`src/pbo_map.svh`:
```
// constants of the bridge forwarding and ordering block
`ifndef PBO_MAP_SVH
`define PBO_MAP_SVH

// bus command codes
`define PBO_CMD_IOR 4'h2
`define PBO_CMD_IOW 4'h3
`define PBO_CMD_MR 4'h6
`define PBO_CMD_MW 4'h7
`define PBO_CMD_CFGR 4'hA
`define PBO_CMD_CFGW 4'hB
`define PBO_CMD_MRM 4'hC
`define PBO_CMD_MRL 4'hE
`define PBO_CMD_MWI 4'hF

// vga frame buffer window
`define PBO_FB_LO 32'h000A0000
`define PBO_FB_HI 32'h000BFFFF

// vga i/o ranges, low ten bits after aliasing
`define PBO_VIO0_LO 10'h3B0
`define PBO_VIO0_HI 10'h3BB
`define PBO_VIO1_LO 10'h3C0
`define PBO_VIO1_HI 10'h3DF
`define PBO_PAL0 10'h3C6
`define PBO_PAL1 10'h3C8
`define PBO_PAL2 10'h3C9
`define PBO_IO_UP_LSB 16
`define PBO_IO_UP_MSB 31
`define PBO_IO_ALIAS_MSB 9

// posted write queue
`define PBO_PW_DEPTH 16
`define PBO_PW_WIDTH 73
`define PBO_CNT_W 5
`define PBO_CNT_RST 5'h00
`define PBO_DATA_RST 32'h00000000

`endif

```
`src/pbo_pkg.sv`:
```
// types shared by the bridge forwarding and ordering block
package pbo_pkg;
  typedef logic [3:0] pbo_cmd_t;
  typedef logic [31:0] pbo_addr_t;
  typedef logic [3:0] pbo_be_t;
  typedef logic [31:0] pbo_data_t;
  typedef enum logic [1:0] {PBO_DT_IDLE, PBO_DT_PEND, PBO_DT_DONE} pbo_dt_e;
  typedef struct packed {
    logic last;
    pbo_cmd_t cmd;
    pbo_be_t be;
    pbo_addr_t addr;
    pbo_data_t data;
  } pbo_pw_s;
endpackage

```
`src/pbo_fifo.sv`:
```
// posted write queue, first word shown ahead
`include "pbo_map.svh"
module pbo_fifo #(
  parameter int W = `PBO_PW_WIDTH,
  parameter int D = `PBO_PW_DEPTH
)
(
  input wire logic clk_i,
  input wire logic nrst_i,
  input wire logic in_valid_i,
  output wire logic in_ready_o,
  input wire logic [W-1:0] in_data_i,
  output wire logic out_valid_o,
  input wire logic out_ready_i,
  output wire logic [W-1:0] out_data_o,
  output wire logic [$clog2(D+1)-1:0] count_o
);
  localparam int AW = $clog2(D);
  localparam int CW = $clog2(D+1);

  logic [W-1:0] mem_ff [D];
  logic [AW-1:0] wr_ff;
  logic [AW-1:0] rd_ff;
  logic [CW-1:0] cnt_ff;

  wire push = in_valid_i & in_ready_o;
  wire pop = out_valid_o & out_ready_i;
  wire [AW-1:0] nxt_wr = wr_ff + AW'(1);
  wire [AW-1:0] nxt_rd = rd_ff + AW'(1);
  wire [CW-1:0] nxt_cnt = cnt_ff + CW'(push) - CW'(pop);

  assign in_ready_o = cnt_ff != CW'(D);
  assign out_valid_o = cnt_ff != '0;
  assign out_data_o = mem_ff[rd_ff];
  assign count_o = cnt_ff;

  // storage has no reset: entries are only read once written
  always_ff @(posedge clk_i)
  begin
    if (push)
    begin
      mem_ff[wr_ff] <= in_data_i;
    end
  end

  always_ff @(posedge clk_i or negedge nrst_i)
  begin
    if (!nrst_i)
    begin
      wr_ff <= '0;
      rd_ff <= '0;
      cnt_ff <= '0;
    end
    else
    begin
      if (push)
      begin
        wr_ff <= nxt_wr;
      end
      if (pop)
      begin
        rd_ff <= nxt_rd;
      end
      cnt_ff <= nxt_cnt;
    end
  end
endmodule

```
`src/pbo_bridge.sv`:
```
// bridge forwarding: vga decode, palette snoop and transaction ordering
// Notes on behaviour
// - vga mode forwards frame buffer, vga i/o
// - vga mode ignores those addresses from secondary
// - frame buffer reads: single phase, byte enables passed
// - vga i/o: 1KB alias, upper half zero
// - vga mode leaves bios region to windows
// - snoop claims and forwards palette writes
// - mode plus snoop acts as mode alone
// - memory writes posted into internal queue
// - i/o and config writes retried, delayed
// - all reads retried, delayed, data returned
// - no combining, merging or collapsing of writes
// - order fixed when transaction ends without retry
// - retried requests complete in any order
// - both directions independent, concurrent posting
// - posting never waits on delayed transactions
// - posted writes leave in acceptance order
// - delayed read waits for earlier posted writes
// - read completion waits for earlier posted writes
// - delayed write waits for earlier posted writes
// - fair arbiter between posted and delayed
// - delayed requests, completions never pass peers
`include "pbo_map.svh"
module pbo_bridge
(
  input wire logic clk_i,
  input wire logic nrst_i,
  input wire logic vga_mode_i,
  input wire logic vga_snoop_i,
  input wire logic [1:0] win_hit_i,
  input wire logic [1:0] req_valid_i,
  input wire pbo_pkg::pbo_cmd_t [1:0] req_cmd_i,
  input wire pbo_pkg::pbo_addr_t [1:0] req_addr_i,
  input wire pbo_pkg::pbo_be_t [1:0] req_be_i,
  input wire pbo_pkg::pbo_data_t [1:0] req_data_i,
  input wire logic [1:0] req_last_i,
  output wire logic [1:0] rsp_claim_o,
  output wire logic [1:0] rsp_accept_o,
  output wire logic [1:0] rsp_retry_o,
  output wire pbo_pkg::pbo_data_t [1:0] rsp_rdata_o,
  output wire logic [1:0] out_valid_o,
  input wire logic [1:0] out_ready_i,
  output wire pbo_pkg::pbo_cmd_t [1:0] out_cmd_o,
  output wire pbo_pkg::pbo_addr_t [1:0] out_addr_o,
  output wire pbo_pkg::pbo_be_t [1:0] out_be_o,
  output wire pbo_pkg::pbo_data_t [1:0] out_data_o,
  output wire logic [1:0] out_last_o,
  output wire logic [1:0] out_single_o,
  input wire pbo_pkg::pbo_data_t [1:0] out_rdata_i
);
  import pbo_pkg::*;

  // index 0: primary to secondary, index 1: secondary to primary
  wire [1:0] pw_pop;
  wire [1:0][`PBO_CNT_W-1:0] pw_cnt;

  for (genvar d = 0; d < 2; d++)
  begin : g_dir
    localparam int O = 1 - d;

    // address and command decode
    wire pbo_addr_t a = req_addr_i[d];
    wire pbo_cmd_t c = req_cmd_i[d];
    wire [`PBO_IO_ALIAS_MSB:0] la = a[`PBO_IO_ALIAS_MSB:0];
    wire up_zero = a[`PBO_IO_UP_MSB:`PBO_IO_UP_LSB] == 16'h0000;
    wire is_io = (c == `PBO_CMD_IOR) | (c == `PBO_CMD_IOW);
    wire is_mrd = (c == `PBO_CMD_MR) | (c == `PBO_CMD_MRM) |
      (c == `PBO_CMD_MRL);
    wire is_post = (c == `PBO_CMD_MW) | (c == `PBO_CMD_MWI);
    wire is_rd = is_mrd | (c == `PBO_CMD_IOR) | (c == `PBO_CMD_CFGR);
    wire is_dwr = (c == `PBO_CMD_IOW) | (c == `PBO_CMD_CFGW);
    wire is_mem = is_mrd | is_post;
    // bits 15:10 never looked at, so every 1KB alias matches
    wire in_vio0 = (la >= `PBO_VIO0_LO) & (la <= `PBO_VIO0_HI);
    wire in_vio1 = (la >= `PBO_VIO1_LO) & (la <= `PBO_VIO1_HI);
    wire vga_io = is_io & up_zero & (in_vio0 | in_vio1);
    wire pal = (c == `PBO_CMD_IOW) & up_zero &
      ((la == `PBO_PAL0) | (la == `PBO_PAL1) | (la == `PBO_PAL2));
    // bios region is left to the base/limit windows on purpose
    wire vga_fb = is_mem & (a >= `PBO_FB_LO) & (a <= `PBO_FB_HI);
    wire vga_hit = vga_mode_i & (vga_io | vga_fb);
    // palette already inside vga i/o, so snoop adds nothing in vga mode
    wire snoop_hit = vga_snoop_i & ~vga_mode_i & pal;
    wire addr_hit;
    if (d == 0)
    begin : g_down
      assign addr_hit = win_hit_i[0] | vga_hit | snoop_hit;
    end
    else
    begin : g_up
      assign addr_hit = ~win_hit_i[1] & ~vga_hit;
    end
    wire claim = req_valid_i[d] & addr_hit & (is_post | is_rd | is_dwr);

    // delayed transaction slot
    pbo_dt_e st_ff;
    pbo_cmd_t s_cmd_ff;
    pbo_addr_t s_addr_ff;
    pbo_be_t s_be_ff;
    pbo_data_t s_data_ff;
    logic s_rd_ff;
    logic s_single_ff;
    pbo_data_t cpl_data_ff;
    logic [`PBO_CNT_W-1:0] dreq_wait_ff;
    logic [`PBO_CNT_W-1:0] cpl_wait_ff;
    logic fair_ff;
    logic hold_ff;
    logic sel_keep_ff;

    // posted queue
    pbo_pw_s pw_in;
    pbo_pw_s pw_head;
    wire pw_in_ready;
    wire pw_out_valid;
    wire pw_out_ready;

    // each write is its own queue entry, never merged with another
    assign pw_in = '{last: req_last_i[d], cmd: c, be: req_be_i[d],
      addr: a, data: req_data_i[d]};

    // one slot: delayed requests cannot pass one another
    wire match = (st_ff != PBO_DT_IDLE) & (c == s_cmd_ff) &
      (a == s_addr_ff) & (req_be_i[d] == s_be_ff) &
      (is_rd | (req_data_i[d] == s_data_ff));
    wire is_dly = is_rd | is_dwr;
    // a different request while the slot is busy is simply retried
    wire take_new = claim & is_dly & (st_ff == PBO_DT_IDLE);
    wire cpl_ok = (st_ff == PBO_DT_DONE) & (cpl_wait_ff == '0);
    wire hand_done = claim & is_dly & match & cpl_ok;
    // posting depends only on room in the queue
    wire post_take = claim & is_post & pw_in_ready;
    wire accept = post_take | hand_done;
    wire retry = claim & ~accept;

    // outbound arbitration
    wire dly_ok = (st_ff == PBO_DT_PEND) & (dreq_wait_ff == '0);
    // alternate when both wait, so neither queue starves
    wire sel_arb = dly_ok & (~pw_out_valid | fair_ff);
    // an offered transfer keeps its source until the target takes it
    wire sel_dly = hold_ff ? sel_keep_ff : sel_arb;
    wire nxt_hold = (pw_out_valid | dly_ok) & ~out_ready_i[d];
    wire issue_dly = sel_dly & out_ready_i[d];
    assign pw_out_ready = out_ready_i[d] & ~sel_dly;
    assign pw_pop[d] = pw_out_valid & pw_out_ready;

    wire nxt_single = (c == `PBO_CMD_MR) | (is_mrd & vga_fb);
    wire [`PBO_CNT_W-1:0] nxt_dreq_wait = take_new ?
      pw_cnt[d] - `PBO_CNT_W'(pw_pop[d]) :
      (pw_pop[d] && dreq_wait_ff != '0) ?
      dreq_wait_ff - `PBO_CNT_W'(1) : dreq_wait_ff;
    wire [`PBO_CNT_W-1:0] nxt_cpl_wait = issue_dly ?
      pw_cnt[O] - `PBO_CNT_W'(pw_pop[O]) :
      (pw_pop[O] && cpl_wait_ff != '0) ?
      cpl_wait_ff - `PBO_CNT_W'(1) : cpl_wait_ff;
    wire nxt_fair = issue_dly ? 1'b0 : pw_pop[d] ? 1'b1 : fair_ff;
    pbo_dt_e nxt_st;
    always_comb
    begin
      nxt_st = st_ff;
      unique case (st_ff)
        PBO_DT_IDLE:
        begin
          if (take_new)
          begin
            nxt_st = PBO_DT_PEND;
          end
        end
        PBO_DT_PEND:
        begin
          if (issue_dly)
          begin
            nxt_st = PBO_DT_DONE;
          end
        end
        PBO_DT_DONE:
        begin
          if (hand_done)
          begin
            nxt_st = PBO_DT_IDLE;
          end
        end
        default:
        begin
          nxt_st = PBO_DT_IDLE;
        end
      endcase
    end

    pbo_fifo #(
      .W(`PBO_PW_WIDTH),
      .D(`PBO_PW_DEPTH)
    ) u_pw (
      .clk_i(clk_i),
      .nrst_i(nrst_i),
      .in_valid_i(claim & is_post),
      .in_ready_o(pw_in_ready),
      .in_data_i(pw_in),
      .out_valid_o(pw_out_valid),
      .out_ready_i(pw_out_ready),
      .out_data_o(pw_head),
      .count_o(pw_cnt[d])
    );

    always_ff @(posedge clk_i or negedge nrst_i)
    begin
      if (!nrst_i)
      begin
        st_ff <= PBO_DT_IDLE;
        dreq_wait_ff <= `PBO_CNT_RST;
        cpl_wait_ff <= `PBO_CNT_RST;
        fair_ff <= 1'b0;
        hold_ff <= 1'b0;
        sel_keep_ff <= 1'b0;
      end
      else
      begin
        st_ff <= nxt_st;
        dreq_wait_ff <= nxt_dreq_wait;
        cpl_wait_ff <= nxt_cpl_wait;
        fair_ff <= nxt_fair;
        hold_ff <= nxt_hold;
        sel_keep_ff <= sel_dly;
      end
    end

    // request is captured once, at its first retry
    always_ff @(posedge clk_i or negedge nrst_i)
    begin
      if (!nrst_i)
      begin
        s_cmd_ff <= 4'h0;
        s_addr_ff <= `PBO_DATA_RST;
        s_be_ff <= 4'h0;
        s_data_ff <= `PBO_DATA_RST;
        s_rd_ff <= 1'b0;
        s_single_ff <= 1'b0;
      end
      else if (take_new)
      begin
        s_cmd_ff <= c;
        s_addr_ff <= a;
        s_be_ff <= req_be_i[d];
        s_data_ff <= req_data_i[d];
        s_rd_ff <= is_rd;
        s_single_ff <= nxt_single;
      end
    end

    // read data held until the initiator comes back for it
    always_ff @(posedge clk_i or negedge nrst_i)
    begin
      if (!nrst_i)
      begin
        cpl_data_ff <= `PBO_DATA_RST;
      end
      else if (issue_dly && s_rd_ff)
      begin
        cpl_data_ff <= out_rdata_i[d];
      end
    end

    assign rsp_claim_o[d] = claim;
    assign rsp_accept_o[d] = accept;
    assign rsp_retry_o[d] = retry;
    assign rsp_rdata_o[d] = cpl_data_ff;
    assign out_valid_o[d] = pw_out_valid | dly_ok;
    assign out_cmd_o[d] = sel_dly ? s_cmd_ff : pw_head.cmd;
    assign out_addr_o[d] = sel_dly ? s_addr_ff : pw_head.addr;
    assign out_be_o[d] = sel_dly ? s_be_ff : pw_head.be;
    assign out_data_o[d] = sel_dly ? s_data_ff : pw_head.data;
    assign out_last_o[d] = sel_dly | pw_head.last;
    assign out_single_o[d] = sel_dly & s_single_ff;
  end
endmodule

```
`config.mk`:
```
export PLATFORM = sky130hd
export DESIGN_NAME = pbo_bridge
export DESIGN_NICKNAME = d
export VERILOG_FILES = /design/src/pbo_pkg.sv /design/src/pbo_fifo.sv /design/src/pbo_bridge.sv
export VERILOG_INCLUDE_DIRS = /design/src /design/src/src
export SDC_FILE = /design/constraint.sdc
export NUM_CORES = 2
export LEC_CHECK = 0
export ABC_CLOCK_PERIOD_IN_PS = 11500
export BUFFER_PORTS_ARGS = -buffer_cell sky130_fd_sc_hd__buf_4
export CAP_MARGIN = 20
export CORE_ASPECT_RATIO = 0.75
export CORE_MARGIN = 2
export CORE_UTILIZATION = 64
export CTS_BUF_LIST = sky130_fd_sc_hd__clkbuf_4 sky130_fd_sc_hd__clkbuf_8
export CTS_CLUSTER_DIAMETER = 50
export CTS_CLUSTER_SIZE = 10
export DETAILED_ROUTE_END_ITERATION = 12
export GPL_TIMING_DRIVEN = 0
export HOLD_SLACK_MARGIN = 0.05
export PLACE_DENSITY = 0.82
export SLEW_MARGIN = 0
export SYNTH_ARGS = -nofsm -noshare
export SYNTH_HDL_FRONTEND = slang
export SYNTH_SLANG_ARGS = --single-unit
export TNS_END_PERCENT = 100
```
`constraint.sdc`:
```
create_clock -name clk_i -period 11.5 [get_ports clk_i]
set_input_delay 0.575 -clock clk_i [delete_from_list [all_inputs] [get_ports clk_i]]
set_output_delay 0.575 -clock clk_i [all_outputs]
set_load 0.02 [all_outputs]
```
* Word level (Yosys, flattened, before mapping)
Memory sizes are Yosys's and may differ from the RTL's. Index checks and enable logic that the tools add are counted. W data, S select, Z words.
Word-level totals: register bits after elaboration 268, bits in latches 0, bits in read-only memories 0, memories 2, output and inout port bits 220, bits in writable memories 2336, input bits 220, logic and storage cells 281
Memories:
- g_dir[0].u_pw.mem_ff | words 16, width 73, read ports 1, clocked after Yosys merged registers in 0, write ports 1, line pbo_fifo.sv:21 | logic [W-1:0] mem_ff [D];
- g_dir[1].u_pw.mem_ff | words 16, width 73, read ports 1, clocked after Yosys merged registers in 0, write ports 1, line pbo_fifo.sv:21
Cells by class: multiply operators 0, bitwise operators 116, $add $sub $neg 14, shift operators 0, reductions and logical operators 30, eq/ne operators 41, order comparisons 12, multiplexer cells 34, divide/modulo/power cells 0
Operators by type and width (count):
- $eq A32 B32 Y1 | 4
- $mux W32 | 4
- $ge A32 B20 Y1 const B | 2
- $le A32 B20 Y1 const B | 2
- $and A1 B1 Y1 | 63
- $or A1 B1 Y1 | 42
- $eq A4 B4 Y1 const B | 10
- $ge A10 B10 Y1 const B | 4
- $le A10 B10 Y1 const B | 4
- $mux W5 | 8
- $logic_not A16 Y1 | 2
- $eq A10 B10 Y1 const B | 3
- $reduce_bool A5 Y1 | 6
- $logic_not A5 Y1 | 4
- $sub A5 B1 Y5 | 4
- $sub A5 B1 Y5 const B | 4
- $add A4 B1 Y4 const B | 4
- $eq A4 B2 Y1 const B | 4
- $eq A4 B3 Y1 const B | 4
- $eq A4 B4 Y1 | 4
- $mux W4 | 4
- $reduce_bool A2 Y1 | 8
- $mux W2 | 6
- $ne A2 B2 Y1 const B | 6
- other kinds (10) | 41

* Depth between registers and ports, before layout
word-level depth 18, depth in mapped cells 15, gate-level depth less buffers 15

* Modules after synthesis
From an unflattened synthesis, not the netlist that was laid out.
Second synthesis, totals: cell total of the unflattened synthesis 5609, area, all modules 104113.6 um^2
Modules (own cells, without submodules):
- pbo_fifo at g_dir[1].u_pw | instances 1, cells each 2182, sequential area each 35399.0 um^2, area each 45377.3 um^2
- pbo_fifo at g_dir[0].u_pw | instances 1, cells each 2181, sequential area each 35399.0 um^2, area each 45343.5 um^2
- pbo_bridge | instances 1, cells each 1246, sequential area each 6055.8 um^2, area each 13392.8 um^2

* Worst setup path after synthesis
Ideal clock, no wire load.
kind in2reg, start input port req_addr_i[18] (netlist name), end memory g_dir[0].u_pw.mem_ff[3][0] (netlist name), enable pin, cell stages on the path 7, library setup time 0.686 ns, data arrival time 8.658 ns, buffers on the path 1, slack 2.157 ns, path through nor4_1 -> nand4_1 -> nor3_1 -> a221oi_1 -> nor2b_1 -> clkbuf_1 -> nor4bb_1
Between the ends: word-level cells in the longest chain between the ends 13, elaborated cells on any way between the ends 20, classes of those cells order compare: 2; mux: 2; bitwise: 15; reduce/logical: 1
RTL lines:
- start: declaration | line pbo_bridge.sv:34 | input wire pbo_pkg::pbo_addr_t [1:0] req_addr_i,
- $ge A32 B20 Y1 (no source line) or $logic_not A16 Y1 (tied branches)
- $and A1 B1 Y1, on equally long branches (2 in series) | line pbo_bridge.sv:81, pbo_bridge.sv:77
- $or A1 B1 Y1 | line pbo_bridge.sv:82 | wire vga_hit = vga_mode_i & (vga_io | vga_fb);
- $and A1 B1 Y1 | line pbo_bridge.sv:82
- $or A1 B1 Y1 | line pbo_bridge.sv:88 | assign addr_hit = win_hit_i[0] | vga_hit | snoop_hit;
- $or A1 B1 Y1 (*) | line pbo_bridge.sv:88
- $and A1 B1 Y1 (*) (2 in series) | line pbo_bridge.sv:94 | wire claim = req_valid_i[d] & addr_hit & (is_post | is_rd | is_dwr);
- $and A1 B1 Y1 (*) | line pbo_bridge.sv:196 | .in_valid_i(claim & is_post),
- $and A1 B1 Y1 (*) | line pbo_fifo.sv:26 | wire push = in_valid_i & in_ready_o;
- $mux W1 (*) | line pbo_fifo.sv:40 | if (push)
- $mux W1 (implied by the code) (*) | line pbo_fifo.sv:42 | mem_ff[wr_ff] <= in_data_i;
- end: declaration | line pbo_fifo.sv:21
Mark *: on every way between the ends. The rest lies on a longest branch, timed or not.

==> impl_metrics.py <==
metrics = {
    "status": {
        "status": "finished, final reports clean",
    },
    "run": {
        "maxCapViolCount": 0,
    },
    "sta": {
        "slew_headroom_pct": 22.4,
        "setup_ws_ns": 5.44,
        "finalCritPeriodShare_pct": 52.7,
        "setup_viol_count_final": 0,
        "fin_hold_ws_ns": 0.0832,
        "rsz0062_at_grt": "no",
        "worst_clock_skew_ns": 0.0524,
        "fin_setup_tns_ns": 0,
        "hold_viol_final": 0,
        "fin_crit_ns": 6.06,
        "slew_violations": 0,
        "max_freq_mhz": 165,
        "worst_pin_slew_ns": 1.15,
    },
    "clocking": {
        "clockBufferDepth": 4,
        "clk_pin_slew_ns": 0.07,
        "cts_root_buf": "clkbuf_8",
        "clkSinkCount": 2604,
        "cts_tree": "done",
        "post_cts_resized": 0,
        "cts_buffers": 313,
        "cts_hold_buffers": 215,
        "post-cts-setup-buffers": 0,
        "worstSkewPairLatency_ns": 1.05,
        "htree_levels": 5,
    },
    "floorplan": {
        "die_y_um": 351,
        "ios": 440,
        "die_x_um": 466,
        "core_sq_um": 160000,
        "start_util_pct": 64.3,
        "die_area_sq_um": 163000,
        "num_rows": 127,
    },
    "power_and_ir_drop": {
        "p_leak_nw": 40.1,
        "power_density_nw_per_um2": 236,
        "finalPower_mw": 27.9,
        "peakVddDrop_mv": 0.195,
    },
    "route": {
        "ant_nets": 0,
        "first_pass_iters": 6,
        "post_drt_wl_per_cell_um": 31.4,
        "vias": 59000,
        "vias_per_cell": 6.78,
        "dr.first_iter.drc_count": 8939,
        "drc": 0,
        "finalWirelength_mm": 273,
    },
    "setup_path": {
        "r2r_end": "g_dir[0].cpl_data_ff[24]$_DFFE_PN0P_",
        "path_max_fanout": 10,
        "crit_path_end_kind": "output pin",
        "r2r_start": "g_dir[0].u_pw.count_o[2]$_DFF_PN0_",
        "reg2reg_slack_ns": 7.24,
        "critPathLaunchType": "flop",
        "path_class": "flop to output pin",
        "arrival_ns": 5.49,
        "ff2ff_path_depth": 9,
        "cp.required_ns": 10.93,
    },
    "cells_and_area": {
        "area_delta_synth_final_pct": 15.4,
        "drive_gt1_share_pct": 27.5,
        "fillCellCount": 8764,
        "final_cells": 8700,
        "final_util_pct": 74.1,
        "design_area_sq_um": 118000,
        "final_nets": 6594,
    },
    "placement": {
        "gp_congestion": 0.908,
        "dpl_cell_area_sq_um": 110000,
        "dp.cells": 7921,
        "dpl_worst_slack_ns": 6.60,
        "portBuffers": 437,
        "hpwlAfterDp_mm": 169,
    },
    "yosys": {
        "synth_edf_count": 2336,
        "synth-seq-cells": 2604,
        "ys.flop_type": "edfxtp_1",
        "synth_nets": 5550,
        "synthDistinctLibCells": 57,
        "postSynthAreaPerCell_sq_um": 19.4,
        "syn-instance-count": 5296,
        "synth-seq-area-share_pct": 75.0,
        "syn-cell-area_sq_um": 103000,
        "synthArstFlopShare_pct": 10.3,
        "ys_warn_count": 0,
    },
    "global_route": {
        "grt_overflow": 0,
        "grt_use_total_pct": 33.0,
        "grt_max_degree": 106,
        "antenna_found_initial": 13,
        "grt_first_pass_wirelength_mm": 389,
        "grt_pass1_vias": 58300,
    },
    "worst_hold_path": {
        "hold_class": "input port to async pin",
    },
}
==> layout by cell type (no fill, tap or decap), types with 15 or more instances in the layout <==
cell type and n:
nor2_1 38, diode_2 26, buf_6 18, nand4_1 39
nor4_1 24, dfrtp_1 268, mux2_2 204, buf_16 24
xor2_1 48, o21ai_0 306, dlygate4sd3_1 215, mux2i_1 303
nand3_1 15, mux4_2 436, and3_4 27, o221ai_1 288
clkbuf_4 189, nand2_1 328, inv_1 32, edfxtp_1 2336
clkbuf_8 321, buf_8 27, ha_1 32, buf_2 58
xnor2_1 135, buf_1 44, a21oi_1 27, buf_4 458
clkbuf_1 181
==> cell families after synthesis <==
family | share of synthesized area [%]
buffers and inverters | 1.39
xor gates and xnor gates | 1.56
muxes | 14.9
and+or+nand+nor | 2.39
DFF | 75.0
AOI/OAI and AO/OA | 4.33
adders and majority gates | 0.430
==> critical path, cell delays in order, from the launching register on <==
cell	delay, ns
dfrtp_1	0.35
buf_2	0.39
buf_2	0.57
clkbuf_1	0.86
buf_2	0.54
mux2i_1	0.15
o221ai_1	0.22
o21ai_0	0.16
nand2_1	0.13
o221ai_1	0.14
o21ai_0	0.67
buf_4	0.27
==> worst max-delay path by stage <==
stage,endpoint,start,slack (ns),cells past startpoint
floorplan,g_dir[0].u_pw.mem_ff[3][0]$_DFFE_PP_,req_addr_i[18],2.16,7
global placement,g_dir[0].u_pw.mem_ff[3][15]$_DFFE_PP_,req_addr_i[18],-6.48,8
detailed placement,g_dir[0].u_pw.mem_ff[12][15]$_DFFE_PP_,req_addr_i[18],6.60,10
CTS,out_data_o[60],g_dir[1].u_pw.count_o[2]$_DFF_PN0_,5.52,9
global route,out_addr_o[59],g_dir[1].u_pw.rd_ff[0]$_DFFE_PN0P_,5.38,11
finish,out_addr_o[8],g_dir[0].u_pw.rd_ff[0]$_DFFE_PN0P_,5.44,11
==> power by group <==
group / leakage (nW) / internal, mW / switching [mW] / total, mW
logic: 12.5 / 4.08 / 6.18 / 10.3
registers: 24.3 / 10.8 / 0.421 / 11.2
clock network: 3.25 / 3.28 / 3.22 / 6.50
==> cell type report <==
| class | instances | area (sq um) | share of cell area, % |
|---|---|---|---|
| sequential | 2604 | 76900 | 65.0 |
| multi-input combinational | 2356 | 24400 | 20.6 |
| timing repair buffer | 729 | 6850 | 5.79 |
| clock buffer | 510 | 5840 | 4.94 |
| tap | 2128 | 2660 | 2.25 |
| buffer | 304 | 1300 | 1.10 |
| clock inverter | 11 | 169 | 0.143 |
| inverter | 32 | 120 | 0.102 |
| antenna | 26 | 65.1 | 0.0550 |
==> synthesized netlist by cell type, drive strengths merged, types with 3 or more instances <==
master	n	share of area, %
a21o	4	0.029
a21oi	27	0.13
a221oi	3	0.026
a31oi	5	0.031
and2	8	0.049
and3	29	0.18
buf	123	0.61
clkbuf	181	0.66
dfrtp	268	6.5
edfxtp	2336	68
ha	32	0.39
inv	32	0.12
mux2	218	2.4
mux2i	303	3.0
mux4	436	9.6
nand2	328	1.2
nand2b	3	0.018
nand3	16	0.083
nand3b	3	0.022
nand4	39	0.24
nor2	38	0.14
nor2b	14	0.085
nor3	9	0.044
nor4	24	0.15
nor4b	8	0.074
o21ai	306	1.5
o221ai	288	2.5
o31ai	4	0.056
or2	3	0.018
or4b	3	0.029
xnor2	135	1.2
xor2	48	0.41
==> metal layers <==
metal,vias up,GRT usage (%),share of wire (%)
li1,23700,-,-
met1,30100,48.1,37
met2,4536,48.4,45
met3,656,10.0,14
met4,8,11.5,3.6
met5,-,0,0.015
==> sequential cells by signal (all words and copies together) (netlist names), 4 cells and up <==
signal	cells
g_dir.s_addr_ff	64
g_dir.cpl_wait_ff	10
g_dir.cpl_data_ff	64
g_dir.s_cmd_ff	8
g_dir.s_be_ff	8
g_dir.u_pw.mem_ff	2336
g_dir.u_pw.wr_ff	8
g_dir.st_ff	4
g_dir.dreq_wait_ff	10
g_dir.u_pw.rd_ff	8
g_dir.s_data_ff	64
g_dir.u_pw.count_o	10
No activity file was read; power rests on OpenSTA's default activity.
